$ cat src/core/ptsc_pkg.sv
package ptsc_pkg;
	localparam int          DATA_W      = 64;
	localparam int          KEEP_W      = DATA_W / 8;
	localparam int          USER_W      = 128;
	localparam int          CMD_W       = 64;
	localparam int          CMD_LO      = 64;
	localparam int          UNDERRUN_B  = 0;
	localparam int          TAG_LO      = 16;
	localparam int          TAG_W       = 16;
	localparam int          STAMP_W     = 128;
	localparam int          TIME_W      = 80;
	localparam int          NANOS_W     = 32;
	localparam int          SECS_W      = 48;
	localparam int          CORR_W      = 64;
	localparam int          INLINE_W    = 64;
	localparam logic [1:0]  OP_ONE_STEP = 2'h1;
	localparam logic [1:0]  OP_TWO_STEP = 2'h2;

	typedef enum logic [1:0] {TX_IDLE, TX_CMD_HELD, TX_FRAME} ptsc_tx_state_t;

	typedef struct packed {
		logic [TIME_W-1:0]  sync1;
		logic [TIME_W-1:0]  sync2;
		logic [TIME_W-1:0]  sync3;
		logic [TIME_W-1:0]  timeNow;
		ptsc_tx_state_t     txState;
		logic [CMD_W-1:0]   heldCmd;
		logic               txOutValid;
		logic [DATA_W-1:0]  txOutData;
		logic [KEEP_W-1:0]  txOutKeep;
		logic               txOutLast;
		logic               txOutUnderrun;
		logic               txStampValid;
		logic [STAMP_W-1:0] txStampPayload;
		logic               rxInFrame;
		logic               rxHoldValid;
		logic [DATA_W-1:0]  rxHoldData;
		logic [KEEP_W-1:0]  rxHoldKeep;
		logic               rxHoldLast;
		logic               rxHoldErr;
		logic               rxOutValid;
		logic [DATA_W-1:0]  rxOutData;
		logic [KEEP_W-1:0]  rxOutKeep;
		logic               rxOutLast;
		logic               rxOutErr;
		logic               rxOutFirst;
		logic               rxStampValid;
		logic [STAMP_W-1:0] rxStampPayload;
	} ptsc_state_t;

	localparam ptsc_state_t ST_RESET = '0;
endpackage

$ cat src/core/ptsc_timestamp_if.sv
`timescale 1ns/1ps
// Notes on behaviour
// - with in-band enabled, the beat before a frame is its 64-bit command, consumed
// - preamble preserve wins: in-band command is then treated as off
// - in-band off: command comes from user bits 127:64
// - user bit 0 is underrun, user bits 63:1 are ignored
// - one-step or two-step frames return timestamp and tag on the stamp stream
// - calendar stamp: nanos 31:0, seconds 79:32, tag 95:80, 127:96 reserved
// - correction stamp: time 63:0, 79:64 reserved, tag 95:80
// - stamp payload is meaningful only while its valid is high
// - receive in-line option puts a 64-bit stamp word before the frame when rx preamble preserve is off
// - calendar in-line word: nanos in 31:0, low seconds in 63:32
// - every received frame gets a stamp on the receive stamp stream
// - calendar receive stamp: seconds 79:32, nanos 31:0, 127:80 reserved
// - receive stamp valid coincides with the frame's first output beat
// - first receive beat is stamp word when in-line, else address fields
// - time inputs live in the timer's own domain and are synchronised into mclk
// - all client streams are synchronous to the one datapath clock
// - command bits 1:0: none, one-step, two-step, three acts as none
// - two-step tag is command bits 31:16, returned unchanged
module ptsc_timestamp_if
	import ptsc_pkg::*;
#(
	parameter bit         CAL_FORMAT = 1'b1,
	parameter int         BUS_W      = DATA_W
) (
	input  wire logic                  mclk,
	input  wire logic                  reset_n,
	input  wire logic                  txInbandCmdEn,
	input  wire logic                  txPreservePreambleEn,
	input  wire logic                  rxInlineStampEn,
	input  wire logic                  rxPreservePreambleEn,
	input  wire logic [NANOS_W-1:0]    calendar_nanos_in,
	input  wire logic [SECS_W-1:0]     calendarSecsIn,
	input  wire logic [CORR_W-1:0]     correctionTimeIn,
	input  wire logic [DATA_W-1:0]     txInData,
	input  wire logic [KEEP_W-1:0]     txInKeep,
	input  wire logic                  txInLast,
	input  wire logic [USER_W-1:0]     txInUser,
	input  wire logic                  txInValid,
	output logic                       txInReady,
	output logic [DATA_W-1:0]          txOutData,
	output logic [KEEP_W-1:0]          txOutKeep,
	output logic                       txOutLast,
	output logic                       txOutUnderrun,
	output logic                       txOutValid,
	input  wire logic                  txOutReady,
	output logic [STAMP_W-1:0]         tx_stamp_payload,
	output logic                       tx_stamp_valid,
	input  wire logic [DATA_W-1:0]     rxInData,
	input  wire logic [KEEP_W-1:0]     rxInKeep,
	input  wire logic                  rxInLast,
	input  wire logic                  rxInErr,
	input  wire logic                  rxInValid,
	output logic [DATA_W-1:0]          rxOutData,
	output logic [KEEP_W-1:0]          rxOutKeep,
	output logic                       rxOutLast,
	output logic                       rxOutErr,
	output logic                       rxOutValid,
	output logic [STAMP_W-1:0]         rx_stamp_payload,
	output logic                       rx_stamp_valid
);

	generate
		if (BUS_W != DATA_W) begin : g_bad_width
			$error("only a 64-bit stream is supported");
		end
	endgenerate

	ptsc_state_t        st_r;
	ptsc_state_t        st_nxt;
	logic [TIME_W-1:0]  timeRaw;
	logic               txInbandEff;
	logic               rxInlineEff;
	logic               txOutOpen;
	logic               txFire;
	logic               cmdBeatFire;
	logic               txFirstFire;
	logic [CMD_W-1:0]   cmdWord;
	logic               stampWanted;
	logic               rxFirst;

	// both formats share one 80-bit carrier; correction keeps the top 16 bits zero
	assign timeRaw     = CAL_FORMAT ? {calendarSecsIn, calendar_nanos_in}
	                                : {16'h0000, correctionTimeIn};
	assign txInbandEff = txInbandCmdEn && !txPreservePreambleEn;
	assign rxInlineEff = rxInlineStampEn && !rxPreservePreambleEn;
	assign txOutOpen   = !st_r.txOutValid || txOutReady;
	assign txInReady   = txOutOpen;
	assign txFire      = txInValid && txOutOpen;
	assign cmdBeatFire = txFire && st_r.txState == TX_IDLE && txInbandEff;
	assign txFirstFire = txFire && !cmdBeatFire && st_r.txState != TX_FRAME;
	// held in-band word wins even if the option dropped after it was taken
	assign cmdWord     = (st_r.txState == TX_CMD_HELD) ? st_r.heldCmd
	                                                   : txInUser[CMD_LO +: CMD_W];
	assign stampWanted = cmdWord[1:0] == OP_ONE_STEP || cmdWord[1:0] == OP_TWO_STEP;
	assign rxFirst     = rxInValid && !st_r.rxInFrame;

	always_comb begin
		st_nxt = st_r;

		// a multi-bit word is only taken once two synchronised samples agree,
		// so a value torn across a timer update never reaches the stamps
		st_nxt.sync1 = timeRaw;
		st_nxt.sync2 = st_r.sync1;
		st_nxt.sync3 = st_r.sync2;
		if (st_r.sync2 == st_r.sync3) begin
			st_nxt.timeNow = st_r.sync3;
		end

		st_nxt.txStampValid = 1'b0;
		if (txOutOpen) begin
			st_nxt.txOutValid = txFire && !cmdBeatFire;
		end
		if (txFire) begin
			unique case (st_r.txState)
				TX_IDLE: begin
					if (cmdBeatFire) begin
						st_nxt.heldCmd = txInData;
						st_nxt.txState = TX_CMD_HELD;
					end else begin
						st_nxt.txState = txInLast ? TX_IDLE : TX_FRAME;
					end
				end
				TX_CMD_HELD: begin
					st_nxt.txState = txInLast ? TX_IDLE : TX_FRAME;
				end
				TX_FRAME: begin
					st_nxt.txState = txInLast ? TX_IDLE : TX_FRAME;
				end
			endcase
			if (!cmdBeatFire) begin
				st_nxt.txOutData     = txInData;
				st_nxt.txOutKeep     = txInKeep;
				st_nxt.txOutLast     = txInLast;
				st_nxt.txOutUnderrun = txInUser[UNDERRUN_B];
			end
		end
		if (txFirstFire && stampWanted) begin
			st_nxt.txStampValid   = 1'b1;
			// reserved fields stay zero; correction leaves 79:64 zero via the carrier
			st_nxt.txStampPayload = {32'h0000_0000, cmdWord[TAG_LO +: TAG_W],
			                         st_r.timeNow};
		end

		if (rxInValid) begin
			st_nxt.rxInFrame = !rxInLast;
		end
		st_nxt.rxStampValid = rxFirst;
		if (rxFirst) begin
			st_nxt.rxStampPayload = {48'h0000_0000_0000, st_r.timeNow};
		end
		// the in-line word costs one beat; the pending beat drains in the
		// next gap, so frames need at least one idle cycle between them
		st_nxt.rxOutFirst = 1'b0;
		if (st_r.rxHoldValid) begin
			st_nxt.rxOutValid  = 1'b1;
			st_nxt.rxOutData   = st_r.rxHoldData;
			st_nxt.rxOutKeep   = st_r.rxHoldKeep;
			st_nxt.rxOutLast   = st_r.rxHoldLast;
			st_nxt.rxOutErr    = st_r.rxHoldErr;
			st_nxt.rxHoldValid = rxInValid;
			st_nxt.rxHoldData  = rxInData;
			st_nxt.rxHoldKeep  = rxInKeep;
			st_nxt.rxHoldLast  = rxInLast;
			st_nxt.rxHoldErr   = rxInErr;
		end else if (rxFirst && rxInlineEff) begin
			st_nxt.rxOutValid  = 1'b1;
			st_nxt.rxOutData   = st_r.timeNow[INLINE_W-1:0];
			st_nxt.rxOutKeep   = '1;
			st_nxt.rxOutLast   = 1'b0;
			st_nxt.rxOutErr    = 1'b0;
			st_nxt.rxOutFirst  = 1'b1;
			st_nxt.rxHoldValid = 1'b1;
			st_nxt.rxHoldData  = rxInData;
			st_nxt.rxHoldKeep  = rxInKeep;
			st_nxt.rxHoldLast  = rxInLast;
			st_nxt.rxHoldErr   = rxInErr;
		end else begin
			st_nxt.rxOutValid = rxInValid;
			st_nxt.rxOutData  = rxInData;
			st_nxt.rxOutKeep  = rxInKeep;
			st_nxt.rxOutLast  = rxInLast;
			st_nxt.rxOutErr   = rxInErr;
			st_nxt.rxOutFirst = rxFirst;
		end
	end

	always_ff @(posedge mclk) begin
		if (!reset_n) begin
			st_r <= ST_RESET;
		end else begin
			st_r <= st_nxt;
		end
	end

	assign txOutData        = st_r.txOutData;
	assign txOutKeep        = st_r.txOutKeep;
	assign txOutLast        = st_r.txOutLast;
	assign txOutUnderrun    = st_r.txOutUnderrun;
	assign txOutValid       = st_r.txOutValid;
	assign tx_stamp_payload = st_r.txStampPayload;
	assign tx_stamp_valid   = st_r.txStampValid;
	assign rxOutData        = st_r.rxOutData;
	assign rxOutKeep        = st_r.rxOutKeep;
	assign rxOutLast        = st_r.rxOutLast;
	assign rxOutErr         = st_r.rxOutErr;
	assign rxOutValid       = st_r.rxOutValid;
	assign rx_stamp_payload = st_r.rxStampPayload;
	assign rx_stamp_valid   = st_r.rxStampValid;
endmodule

$ cat config.mk
export PLATFORM = sky130hd
export DESIGN_NAME = ptsc_timestamp_if
export DESIGN_NICKNAME = d
export VERILOG_FILES = /design/src/core/ptsc_pkg.sv /design/src/core/ptsc_timestamp_if.sv
export SDC_FILE = /design/constraint.sdc
export NUM_CORES = 1
export LEC_CHECK = 0
export BUFFER_PORTS_ARGS = -buffer_cell sky130_fd_sc_hd__buf_4
export CORE_MARGIN = 2
export CORE_UTILIZATION = 25
export DETAILED_ROUTE_END_ITERATION = 12
export GPL_ROUTABILITY_DRIVEN = 0
export GPL_TIMING_DRIVEN = 1
export PLACE_DENSITY = 0.44
export SYNTH_ARGS = -nofsm -noshare
export SYNTH_HDL_FRONTEND = slang
export SYNTH_SLANG_ARGS = --single-unit
export TNS_END_PERCENT = 100
$ cat constraint.sdc
create_clock -name mclk -period 2.56 [get_ports mclk]
set_input_delay 0.128 -clock mclk [delete_from_list [all_inputs] [get_ports mclk]]
set_output_delay 0.128 -clock mclk [all_outputs]
set_load 0.02 [all_outputs]
==> metrics.md, run 1 <==
| Metric | Value |
|---|---|
| CP Max Fanout | `41` |
| Design Power | `0.0287 W` |
| Largest net degree at the start of global routing | `130` |
| EDFF count, synth | `0` |
| Pre-antenna DRT Iters | `5` |
| Tcrit/Tclk final | `91.9%` |
| Dpl cells | `4,935` |
| Final HPWL DP | `74.4 mm` |
| Layout fillers | `12,304` |
| Status | `complete, no violations` |
| CP endpoint kind | `flop` |
| Core Util, Final | `33.2%` |
| Arrival time worst endpoint | `2940 ps` |
| Drt total wl | `103 mm` |
| Die Ht | `350 µm` |
| Hold crit path type | `primary input to flop` |
| Cell taking the most area after synthesis | `dfxtp_1` |
| Die Span X | `350 µm` |
| P&R area growth vs syn | `31.5%` |
| Kind of critical path | `flop to flop` |
| I/O pins | `837` |
| Effective utilization at floorplan | `25.3%` |
| Clock tree buffer depth | `3` |
| Final instance area | `39,300 µm²` |
| Wire per inst | `19.2 µm` |
| IO buf count | `583` |
| Die footprint | `122,000 µm²` |
| Setup TNS | `0 ps` |
| Initial antenna violation count | `17` |
| Tot GR Track Use | `16.5%` |
| Mean post-synth cell area | `9.12 µm²` |
| Core area | `118,000 µm²` |
| Nets | `4,185` |
| Synth top area share | `49.9%` |
| Worst endpoint required time | `3150 ps` |
| CTS clk-pin slew, worst paths | `60 ps` |
| Final setup vio count | `0` |
| Vias in the first global route | `21,549` |
| Worst skew pair latency | `650 ps` |
| Static leakage | `15.7 nW` |
| Vias/cell | `4.07` |
| Crit-path slowest cell | `dlygate4sd3_1` |
| Layout cells sized above 1 | `21.2%` |
| CP max stage delay | `570 ps` |
| Worst path bufs/invs | `2` |
| Async SR Flop Fraction | `0%` |
| Slew Limit Fails | `0` |
| Final Hold Viols | `0` |
| Gate Count Post-Synth | `3,277` |
| Max cap viols | `0` |
| Reg2reg end | `st_r[237]` |
| Clock skew | `17.8 ps` |
| RSZ-0062 raised after global routing | `false` |
| Detail Route Antenna Nets | `0` |
| Max Freq | `425 MHz` |
| Hold-critical path depth | `5` |
| Clock Sinks | `744` |
| Synth warnings | `0` |
| First-pass GRT wire length | `149 mm` |
| VDD IR max | `0.457 mV` |
| Cell Count, Final, Fillers Out | `5,371` |
| R2R Setup Slk | `210 ps` |
| Reg2reg path depth | `7` |
| Slew of the pin with the lowest slew margin | `908 ps` |
| Mapped Area | `29,900 µm²` |
| Main area contributors after synthesis | `dfxtp_1 50%, nand2_1 11%, buf_4 10%` |
| Register area share after synthesis | `49.9%` |
| Clock root cell | `clkbuf_16` |
| Worst relative slew slack | `39.5%` |
| Hold Path End | `st_r[549]` |
| FP Rows | `126` |
| WP depth | `7` |
| Depth of the CTS H-tree | `3` |
| Unique masters post-synth | `36` |
| Worst-path cell chain | `nand2b_4 > nor3b_4 > or2_4 > buf_12 > nand2_1 > a21boi_1 > dlygate4sd3_1` |
| Critical Path Source Type | `flop` |
| GRT overflow | `0` |
| Power density over the cells | `730 nW/µm²` |
| Placed Area | `33,400 µm²` |
| CTS tree | `done` |
| Number of CTS-inserted buffers | `91` |
| RR Startpoint | `st_r[280]` |
| Hold Crit Start | `txInbandCmdEn` |
| Number of remaining DRC errors | `0` |
| Min cycle time layout | `2350 ps` |
| Most used DFF post-synth | `dfxtp_1` |
| Critical path's top delay family | `simple AND/OR/NAND/NOR gates` |
| DRC marker count from the first detailed-route iteration | `1,172` |
| Vias | `21,870` |
| Yosys reg bits | `744` |
| Setup Fix Bufs, Post-CTS | `0` |
## flip-flops by register name (all words and copies together), names as in the netlist
| register | count |
|---|---|
| txOutValid | 1 |
| rxOutKeep | 8 |
| tx_stamp_valid | 1 |
| tx_stamp_payload | 96 |
| txOutKeep | 8 |
| rxOutErr | 1 |
| rxOutData | 64 |
| txOutData | 64 |
| txOutLast | 1 |
| rx_stamp_valid | 1 |
| st_r | 256 |
| rxOutValid | 1 |
| rx_stamp_payload | 80 |
| rxOutLast | 1 |
| st_nxt | 160 |
| txOutUnderrun | 1 |
## per-layer routing
metal	wire length (µm)	global-route usage, %
met2	47200	26.7
met5	117	0
met3	6810	4.67
met1	46300	21.1
met4	2850	5.35
## cell usage after synthesis, types with 5 or more instances
library cell,n
nor4_1,11
a21oi_1,5
a21boi_1,60
clkbuf_1,154
a21boi_0,267
o21ai_0,15
buf_1,11
mux2i_1,161
nand2_1,895
nand4_1,14
o21ai_1,49
and2_1,306
nor2b_1,6
buf_6,14
nand2b_1,10
dfxtp_1,744
buf_4,402
o211a_1,17
o311a_1,8
xor2_1,33
buf_2,21
xnor2_1,49
## placed cells by master, fill, tap and decap left out, types with 3 or more instances in the layout
cell type	netlist	routed
clkbuf_8	0	25
buf_12	0	25
bufinv_16	0	10
buf_4	402	619
nand2_1	895	895
ha_1	3	3
nor4_1	11	10
a21oi_1	5	5
dlygate4sd3_1	0	262
mux2i_1	161	161
clkbuf_16	0	93
nor2_1	4	3
inv_6	0	4
conb_1	1	80
o21ai_1	49	49
nand2b_1	10	9
o211a_1	17	17
nand4_1	14	14
nor2b_1	6	5
o21ai_0	15	15
o311a_1	8	8
xnor2_1	49	46
clkbuf_1	154	17
clkinvlp_4	0	4
diode_2	0	7
xor2_1	33	33
and2_1	306	306
clkinv_2	0	12
dfxtp_1	744	743
a21boi_1	60	60
a21boi_0	267	267
## cell families (layout without fill, tap and decap cells)
kind of cell | count (synthesis) | in the layout | share of synthesized area, %
AO/OA/AOI/OAI | 422 | 422 | 10.2
AND/OR/NAND/NOR | 1260 | 1260 | 18.9
adder cells (fa/ha/maj) | 3 | 3 | 0.126
other | 1 | 87 | 0.0126
buffers and inverters | 604 | 1076 | 13.1
flip-flops | 744 | 744 | 49.9
multiplexers | 161 | 161 | 5.39
XOR/XNOR | 82 | 82 | 2.40
## metrics by stage
| stage | setup WS, ps | hold WS [ps] |
|---|---|---|
| global route | 0.474 | 117 |
| floorplan | 725 | 250 |
| detailed placement | -161 | 340 |
| finish | 207 | 102 |
| global placement | -207 | 337 |
| CTS | 38.3 | 43.0 |
## cell type report
class / instances / area, µm² / area share [%]
flip-flops and latches: 744 / 14900 / 37.9
multi-input cells: 2008 / 11500 / 29.2
repair buffers: 907 / 7780 / 19.8
clock buffers: 135 / 2740 / 6.96
well taps: 1536 / 1920 / 4.89
clock inverters: 32 / 458 / 1.17
diodes: 7 / 17.5 / 0.0446
inverters: 2 / 7.51 / 0.0191
## worst max path at each step
stage | start | end | slack (ps)
2_1_floorplan | st_r[549] | tx_stamp_payload[10] | 720
3_3_place_gp | st_r[656] | st_r[568] | -210
3_5_place_dp | st_r[656] | st_r[617] | -160
4_1_cts | st_r[656] | st_r[627] | 40
5_1_grt | st_r[280] | st_r[237] | 0.5
6_report | st_r[280] | st_r[237] | 210
## report_power, final
group	switching (W)	internal, W
clock network	0.00528	0.00840
registers	0.000186	0.0120
logic	0.00158	0.00124
total	0.00705	0.0216
## worst min-delay path, cell delays in order
cell and delay [ps]:
buf_4 110, nand3b_1 230, nor3_1 80, a21oi_1 100, nor2b_1 50
## repair_timing
action / 4_1_cts / 5_1_grt
cloned: 0 / 0
endpoints found under the setup margin: 79 / 67
resized for setup: 3 / 3
endpoints found under the hold margin: 360 / 0
pin swaps: 0 / 3
hold buffers: 262 / 0
Power figures use the tool's default switching activity.
==> run 2: changes to the inputs <==
- BUFFER_PORTS_ARGS: -buffer_cell sky130_fd_sc_hd__buf_4 -> unset
- DONT_BUFFER_PORTS: unset -> 1
- PLACE_DENSITY: 0.44 -> 0.38
==> metrics.md, run 2 (synthesized netlist as in run 1, its figures left out) <==
| Metric | Value |
|---|---|
| Met3 wire length | `7.21 mm (+5.9%)` |
| Crit-path slowest cell | `dlygate4sd3_1` |
| Worst skew pair latency | `670 ps (+20 ps)` |
| Tot GR Track Use | `16.7% (+0.20 points)` |
| Detail Route Antenna Nets | `0 (unchanged)` |
| Max layer used | `met5` |
| Design Power | `0.0283 W (-1.3%)` |
| Arrival time worst endpoint | `3100 ps (+160 ps)` |
| Final instance area | `41,500 µm² (+5.6%)` |
| Die Span X | `350 µm (unchanged)` |
| Final Hold Viols | `0 (unchanged)` |
| Violated checks | `max-slew violations` |
| Clock root cell | `clkbuf_16` |
| Initial antenna violation count | `19 (+2)` |
| Most common cell after layout, fill and taps aside | `dlygate4sd3_1` |
| Clock skew | `25.1 ps (+7.29 ps)` |
| Kind of critical path | `flop to flop` |
| Vias in the first global route | `22,981 (+6.6%)` |
| CTS tree | `done` |
| Die footprint | `122,000 µm² (unchanged)` |
| Met1 wire length | `48.3 mm (+4.4%)` |
| Effective utilization at floorplan | `25.3% (unchanged)` |
| VDD IR max | `0.437 mV (-4.4%)` |
| Hold crit path type | `primary input to flop` |
| Most frequent cells in the layout | `898 x dlygate4sd3_1, 895 x nand2_1, 742 x dfxtp_1` |
| Depth of the CTS H-tree | `3 (unchanged)` |
| Die Ht | `350 µm (unchanged)` |
| Pre-antenna DRT Iters | `5 (unchanged)` |
| Max Freq | `402 MHz (-5.5%)` |
| WL met2 | `48.8 mm (+3.4%)` |
| Worst endpoint required time | `3170 ps (+20 ps)` |
| Number of remaining DRC errors | `0 (unchanged)` |
| Largest net degree at the start of global routing | `652 (+400%)` |
| Slew of the pin with the lowest slew margin | `1930 ps (+1020 ps)` |
| RSZ-0062 raised after global routing | `true` |
| Drt total wl | `107 mm (+4.1%)` |
| CP endpoint kind | `flop` |
| Max cap viols | `0 (unchanged)` |
| Min cycle time layout | `2490 ps (+137 ps)` |
| GRT overflow | `0 (unchanged)` |
| Static leakage | `16.4 nW (+4.1%)` |
| Final HPWL DP | `67.0 mm (-10%)` |
| Max reg flops | `256 (unchanged)` |
| CP max stage delay | `560 ps (about the same)` |
| Tcrit/Tclk final | `97.3% (+5.4 points)` |
| Vias/cell | `4.17 (+2.4%)` |
| FP Rows | `126 (unchanged)` |
| Wire per inst | `19.8 µm (+2.8%)` |
| I/O pins | `837 (unchanged)` |
| CP Max Fanout | `28 (-32%)` |
| DRC marker count from the first detailed-route iteration | `948 (-19%)` |
| Worst relative slew slack | `-28.4% (-68 points)` |
| First-pass GRT wire length | `152 mm (+2.5%)` |
| Power density over the cells | `682 nW/µm² (-6.5%)` |
| Slew Limit Fails | `262 (+262)` |
| Clock tree buffer depth | `3 (unchanged)` |
| Layout cells sized above 1 | `6.09% (-15 points)` |
| P&R area growth vs syn | `38.8%` |
| Vias | `22,673 (+3.7%)` |
| Core area | `118,000 µm² (unchanged)` |
| Clock Sinks | `744 (unchanged)` |
| Worst-path cell chain | `inv_1 > ha_1 > nand3b_1 > and3_4 > buf_6 > nand2_1 > a21boi_0 > dlygate4sd3_1` |
| Critical Path Source Type | `flop` |
| IO buf count | `0 (-100%)` |
| Status | `finished with violations` |
| Placed Area | `28,800 µm² (-14%)` |
| Final setup vio count | `0 (unchanged)` |
| CTS clk-pin slew, worst paths | `60 ps (about the same)` |
| Reg with most FFs | `st_r` |
| Nets | `4,251 (+1.6%)` |
| Number of CTS-inserted buffers | `91 (unchanged)` |
-- run 2: cell count changes in the layout (fill, tap and decap cells not counted), moves of 3 or more --
cell / before / now
buf_16: 0 / 3
inv_6: 4 / 1
clkinv_4: 0 / 3
clkbuf_1: 17 / 20
bufinv_16: 10 / 6
clkbuf_16: 93 / 103
buf_6: 0 / 7
dlygate4sd3_1: 262 / 898
buf_12: 25 / 14
diode_2: 7 / 10
buf_4: 619 / 36
buf_8: 1 / 4
-- run 2: path summary, 6_finish.rpt --
check,startpoint,endpoint,slack [ps],cells past startpoint
hold / removal,reset_n,rx_stamp_payload[20],180,2
setup reg to reg,st_r[550],txOutData[52],70,8
hold reg to reg,st_r[251],st_r[251],450,2
setup / recovery,st_r[550],txOutData[52],70,8
-- run 2: stage by stage --
step	std cells	setup WS, ps	setup TNS [ps]	hold WS, ps	utilization [%]
floorplan	3356	725	0	250	-
global route	5431	-33.7	-599	105	35.1
finish	5438	70.1	0	177	35.1
CTS	5408	10.8	0	112	34.7
global placement	4344	-322	-23060	253	24.4
detailed placement	4344	-304	-20870	257	24.4
-- run 2: area by class of cell --
type                            count  area (µm²)
Fill cell                       12181       76800
Sequential cell                   744       14900
Multi-Input combinational cell   2008       11500
Timing Repair Buffer              973       10000
Clock buffer                      137        2730
Tap cell                         1536        1920
Clock inverter                     28         400
Antenna cell                       10        25.0
Inverter                            2        7.51
-- run 2: timing repair --
item / in CTS / in global routing
resized for setup: 3 / 30
buffers inserted: 0 / 6
hold buffers: 899 / 0
endpoints found under the hold margin: 744 / 0
setup endpoints to repair: 80 / 212
pin swaps: 1 / 6
gates cloned: 0 / 14
-- run 2: critical path, delay by kind of cell, from the launching register on --
family,cells,cell delay (ps)
AOI/OAI and AO/OA,1,230
DFF,1,370
adders and majority gates,1,180
and+or+nand+nor,3,790
buffers and inverters,3,870
-- run 2: where the power goes --
| group | internal (W) | total [W] | switching, W |
|---|---|---|---|
| Combinational | 0.00124 | 0.00237 | 0.00113 |
| Sequential | 0.0120 | 0.0125 | 0.000503 |
| Clock | 0.00801 | 0.0134 | 0.00543 |
| Total | 0.0212 | 0.0283 | 0.00707 |
-- run 2: layer usage --
layer,vias to the layer above,GRT usage (%)
met5,-,0
met4,18,5.43
met3,157,4.73
met2,566,27.0
met1,10849,21.4
li1,11083,-
==> run 3: changes to the inputs <==
==> constraint.sdc (replaced) <==
create_clock -name mclk -period 2.56 [get_ports mclk]
set_input_delay 0.512 -clock mclk [delete_from_list [all_inputs] [get_ports mclk]]
set_output_delay 0.512 -clock mclk [all_outputs]
set_load 0.02 [all_outputs]
==> metrics.md, run 3 (synthesized netlist as in run 1, its figures left out) <==
| Metric | Value |
|---|---|
| Final HPWL DP | `67.4 mm (+0.68%)` |
| Die Ht | `350 µm (unchanged)` |
| Max cap viols | `0 (unchanged)` |
| Dpl cells | `4,356 (+0.28%)` |
| DRC marker count from the first detailed-route iteration | `1,038 (+9.5%)` |
| GRT overflow | `0 (unchanged)` |
| Max reg flops | `256 (unchanged)` |
| Final Hold Viols | `0 (unchanged)` |
| Worst relative slew slack | `-82.3% (-54 points)` |
| Detail Route Antenna Nets | `0 (unchanged)` |
| Max Freq | `382 MHz (-4.8%)` |
| CP max stage delay | `770 ps (+210 ps)` |
| Tot GR Track Use | `15.6% (-1.1 points)` |
| Dpl ws | `140 ps (+444 ps)` |
| P_sw | `0.00674 W (-4.6%)` |
| Clock skew | `15.9 ps (-9.14 ps)` |
| CP endpoint kind | `flop` |
| Tcrit/Tclk final | `102% (+4.9 points)` |
| CP Max Fanout | `789 (+2700%)` |
| Die footprint | `122,000 µm² (unchanged)` |
| Worst endpoint required time | `3100 ps (-70 ps)` |
| Layout fillers | `12,652 (+3.9%)` |
| Final instance area | `34,300 µm² (-17%)` |
| Crit-path slowest cell | `o211a_1` |
| Depth of the CTS H-tree | `3 (unchanged)` |
| Hold crit path type | `primary input to flop` |
| Final setup vio count | `1 (+1)` |
| Number of CTS-inserted buffers | `94 (+3.3%)` |
| Number of remaining DRC errors | `0 (unchanged)` |
| Clock Sinks | `744 (unchanged)` |
| Clock root cell | `clkbuf_16` |
| Worst skew pair latency | `660 ps (about the same)` |
| Static leakage | `12.5 nW (-24%)` |
| Vias/cell | `4.16 (-0.20%)` |
| Largest net degree at the start of global routing | `793 (+22%)` |
| Vias | `19,748 (-13%)` |
| Hold-critical path depth | `1 (-1)` |
| Pre-antenna DRT Iters | `5 (unchanged)` |
| First-pass GRT wire length | `140 mm (-8.3%)` |
| IO buf count | `0 (unchanged)` |
| CTS clk-pin slew, worst paths | `60 ps (about the same)` |
| Worst path bufs/invs | `1 (-2)` |
| Layout cells sized above 1 | `7.00% (+0.91 points)` |
| Drt total wl | `98.4 mm (-8.5%)` |
| Most common cell after layout, fill and taps aside | `nand2_1` |
| CTS tree | `done` |
| Core area | `118,000 µm² (unchanged)` |
| FP Rows | `126 (unchanged)` |
| Kind of critical path | `primary input to flop` |
| Arrival time worst endpoint | `3160 ps (+60 ps)` |
| VDD IR max | `0.477 mV (+9.1%)` |
| Status | `finished with violations` |
| Nets | `3,561 (-16%)` |
| Final WS setup | `-56.6 ps (-127 ps)` |
| Power density over the cells | `802 nW/µm² (+18%)` |
| Cell Count, Final, Fillers Out | `4,746 (-13%)` |
| Vias in the first global route | `19,244 (-16%)` |
| Area occupied by multi-input gates | `11,400 µm² (-0.27%)` |
| Die Span X | `350 µm (unchanged)` |
| Net Sw Frac | `24.5% (-0.43 points)` |
| RSZ-0062 raised after global routing | `false` |
| Placed Area | `29,000 µm² (+0.49%)` |
| Worst-path cell chain | `o211a_1 > dlygate4sd3_1` |
| Most frequent cells in the layout | `895 x nand2_1, 743 x dfxtp_1, 306 x and2_1` |
| Reg with most FFs | `st_r` |
| Combinational power share | `6.3% (-2.1 points)` |
| Clock tree buffer depth | `3 (unchanged)` |
| Slew Limit Fails | `498 (+90%)` |
| Min cycle time layout | `2620 ps (+127 ps)` |
| Sequential Power Share | `45.4% (+1.3 points)` |
| Critical path's top delay family | `compound AO/OA/AOI/OAI gates` |
| Final hold slack | `25.4 ps (-152 ps)` |
| Initial antenna violation count | `20 (+1)` |
| Effective utilization at floorplan | `25.3% (unchanged)` |
| Clk network pwr share | `48.3% (+0.8 points)` |
| Reg2reg path depth | `8 (unchanged)` |
| Critical Path Source Type | `primary input` |
| Violated checks | `max-slew violations, negative setup slack` |
| Setup TNS | `-56.6 ps (-56.6 ps)` |
| I/O pins | `837 (unchanged)` |
| WP depth | `2 (-6)` |
| P&R area growth vs syn | `14.7%` |
| Slew of the pin with the lowest slew margin | `2730 ps (+808 ps)` |
| Internal power | `0.0207 W (-2.3%)` |
| Register area | `14,900 µm² (about the same)` |
| Wire per inst | `20.7 µm (+4.9%)` |
run 3: stage by stage:
stage / power [W] / utilization (%)
global route: 0.0287 / 29.0
CTS: 0.0280 / 28.9
floorplan: 0.0140 / -
detailed placement: 0.0141 / 24.5
finish: 0.0275 / 29.0
global placement: 0.0141 / 24.5
run 3: per-layer routing:
layer | vias up | global-route usage (%) | part of all wire, %
met3 | 133 | 5.50 | 8.5
met4 | 18 | 4.92 | 2.5
li1 | 9707 | - | -
met2 | 559 | 24.2 | 44
met5 | - | 0 | 0.11
met1 | 9331 | 20.2 | 45
run 3: timing repair:
item,in CTS,in global routing
setup endpoints to repair,0,70
hold buffers,212,2
resized for setup,0,2
buffers inserted,0,0
hold endpoints to repair,264,4
run 3: final timing paths:
| path | startpoint | to | slack, ps |
|---|---|---|---|
| min | reset_n | rx_stamp_payload[19] | 30 |
| max reg2reg | st_r[702] | st_r[615] | 290 |
| min reg2reg | st_nxt[729] | st_nxt[649] | 430 |
| max | reset_n | st_r[280] | -60 |
run 3: layout make-up:
cell class | instances | area share (%)
diodes | 8 | 0.0584
well taps | 1536 | 5.61
multi-input cells | 2008 | 33.4
clock inverters | 27 | 0.986
clock buffers | 141 | 8.09
repair buffers | 280 | 8.39
flip-flops and latches | 744 | 43.5
inverters | 2 | 0.0219
run 3: power by group through the flow:
stage	combinational, W	clock (W)	sequential (W)
after floorplan	0.00160	0	0.0124
after CTS	0.00175	0.0138	0.0125
after global routing	0.00188	0.0143	0.0125
after global placement	0.00141	0	0.0127
final	0.00173	0.0133	0.0125
after detailed placement	0.00142	0	0.0127
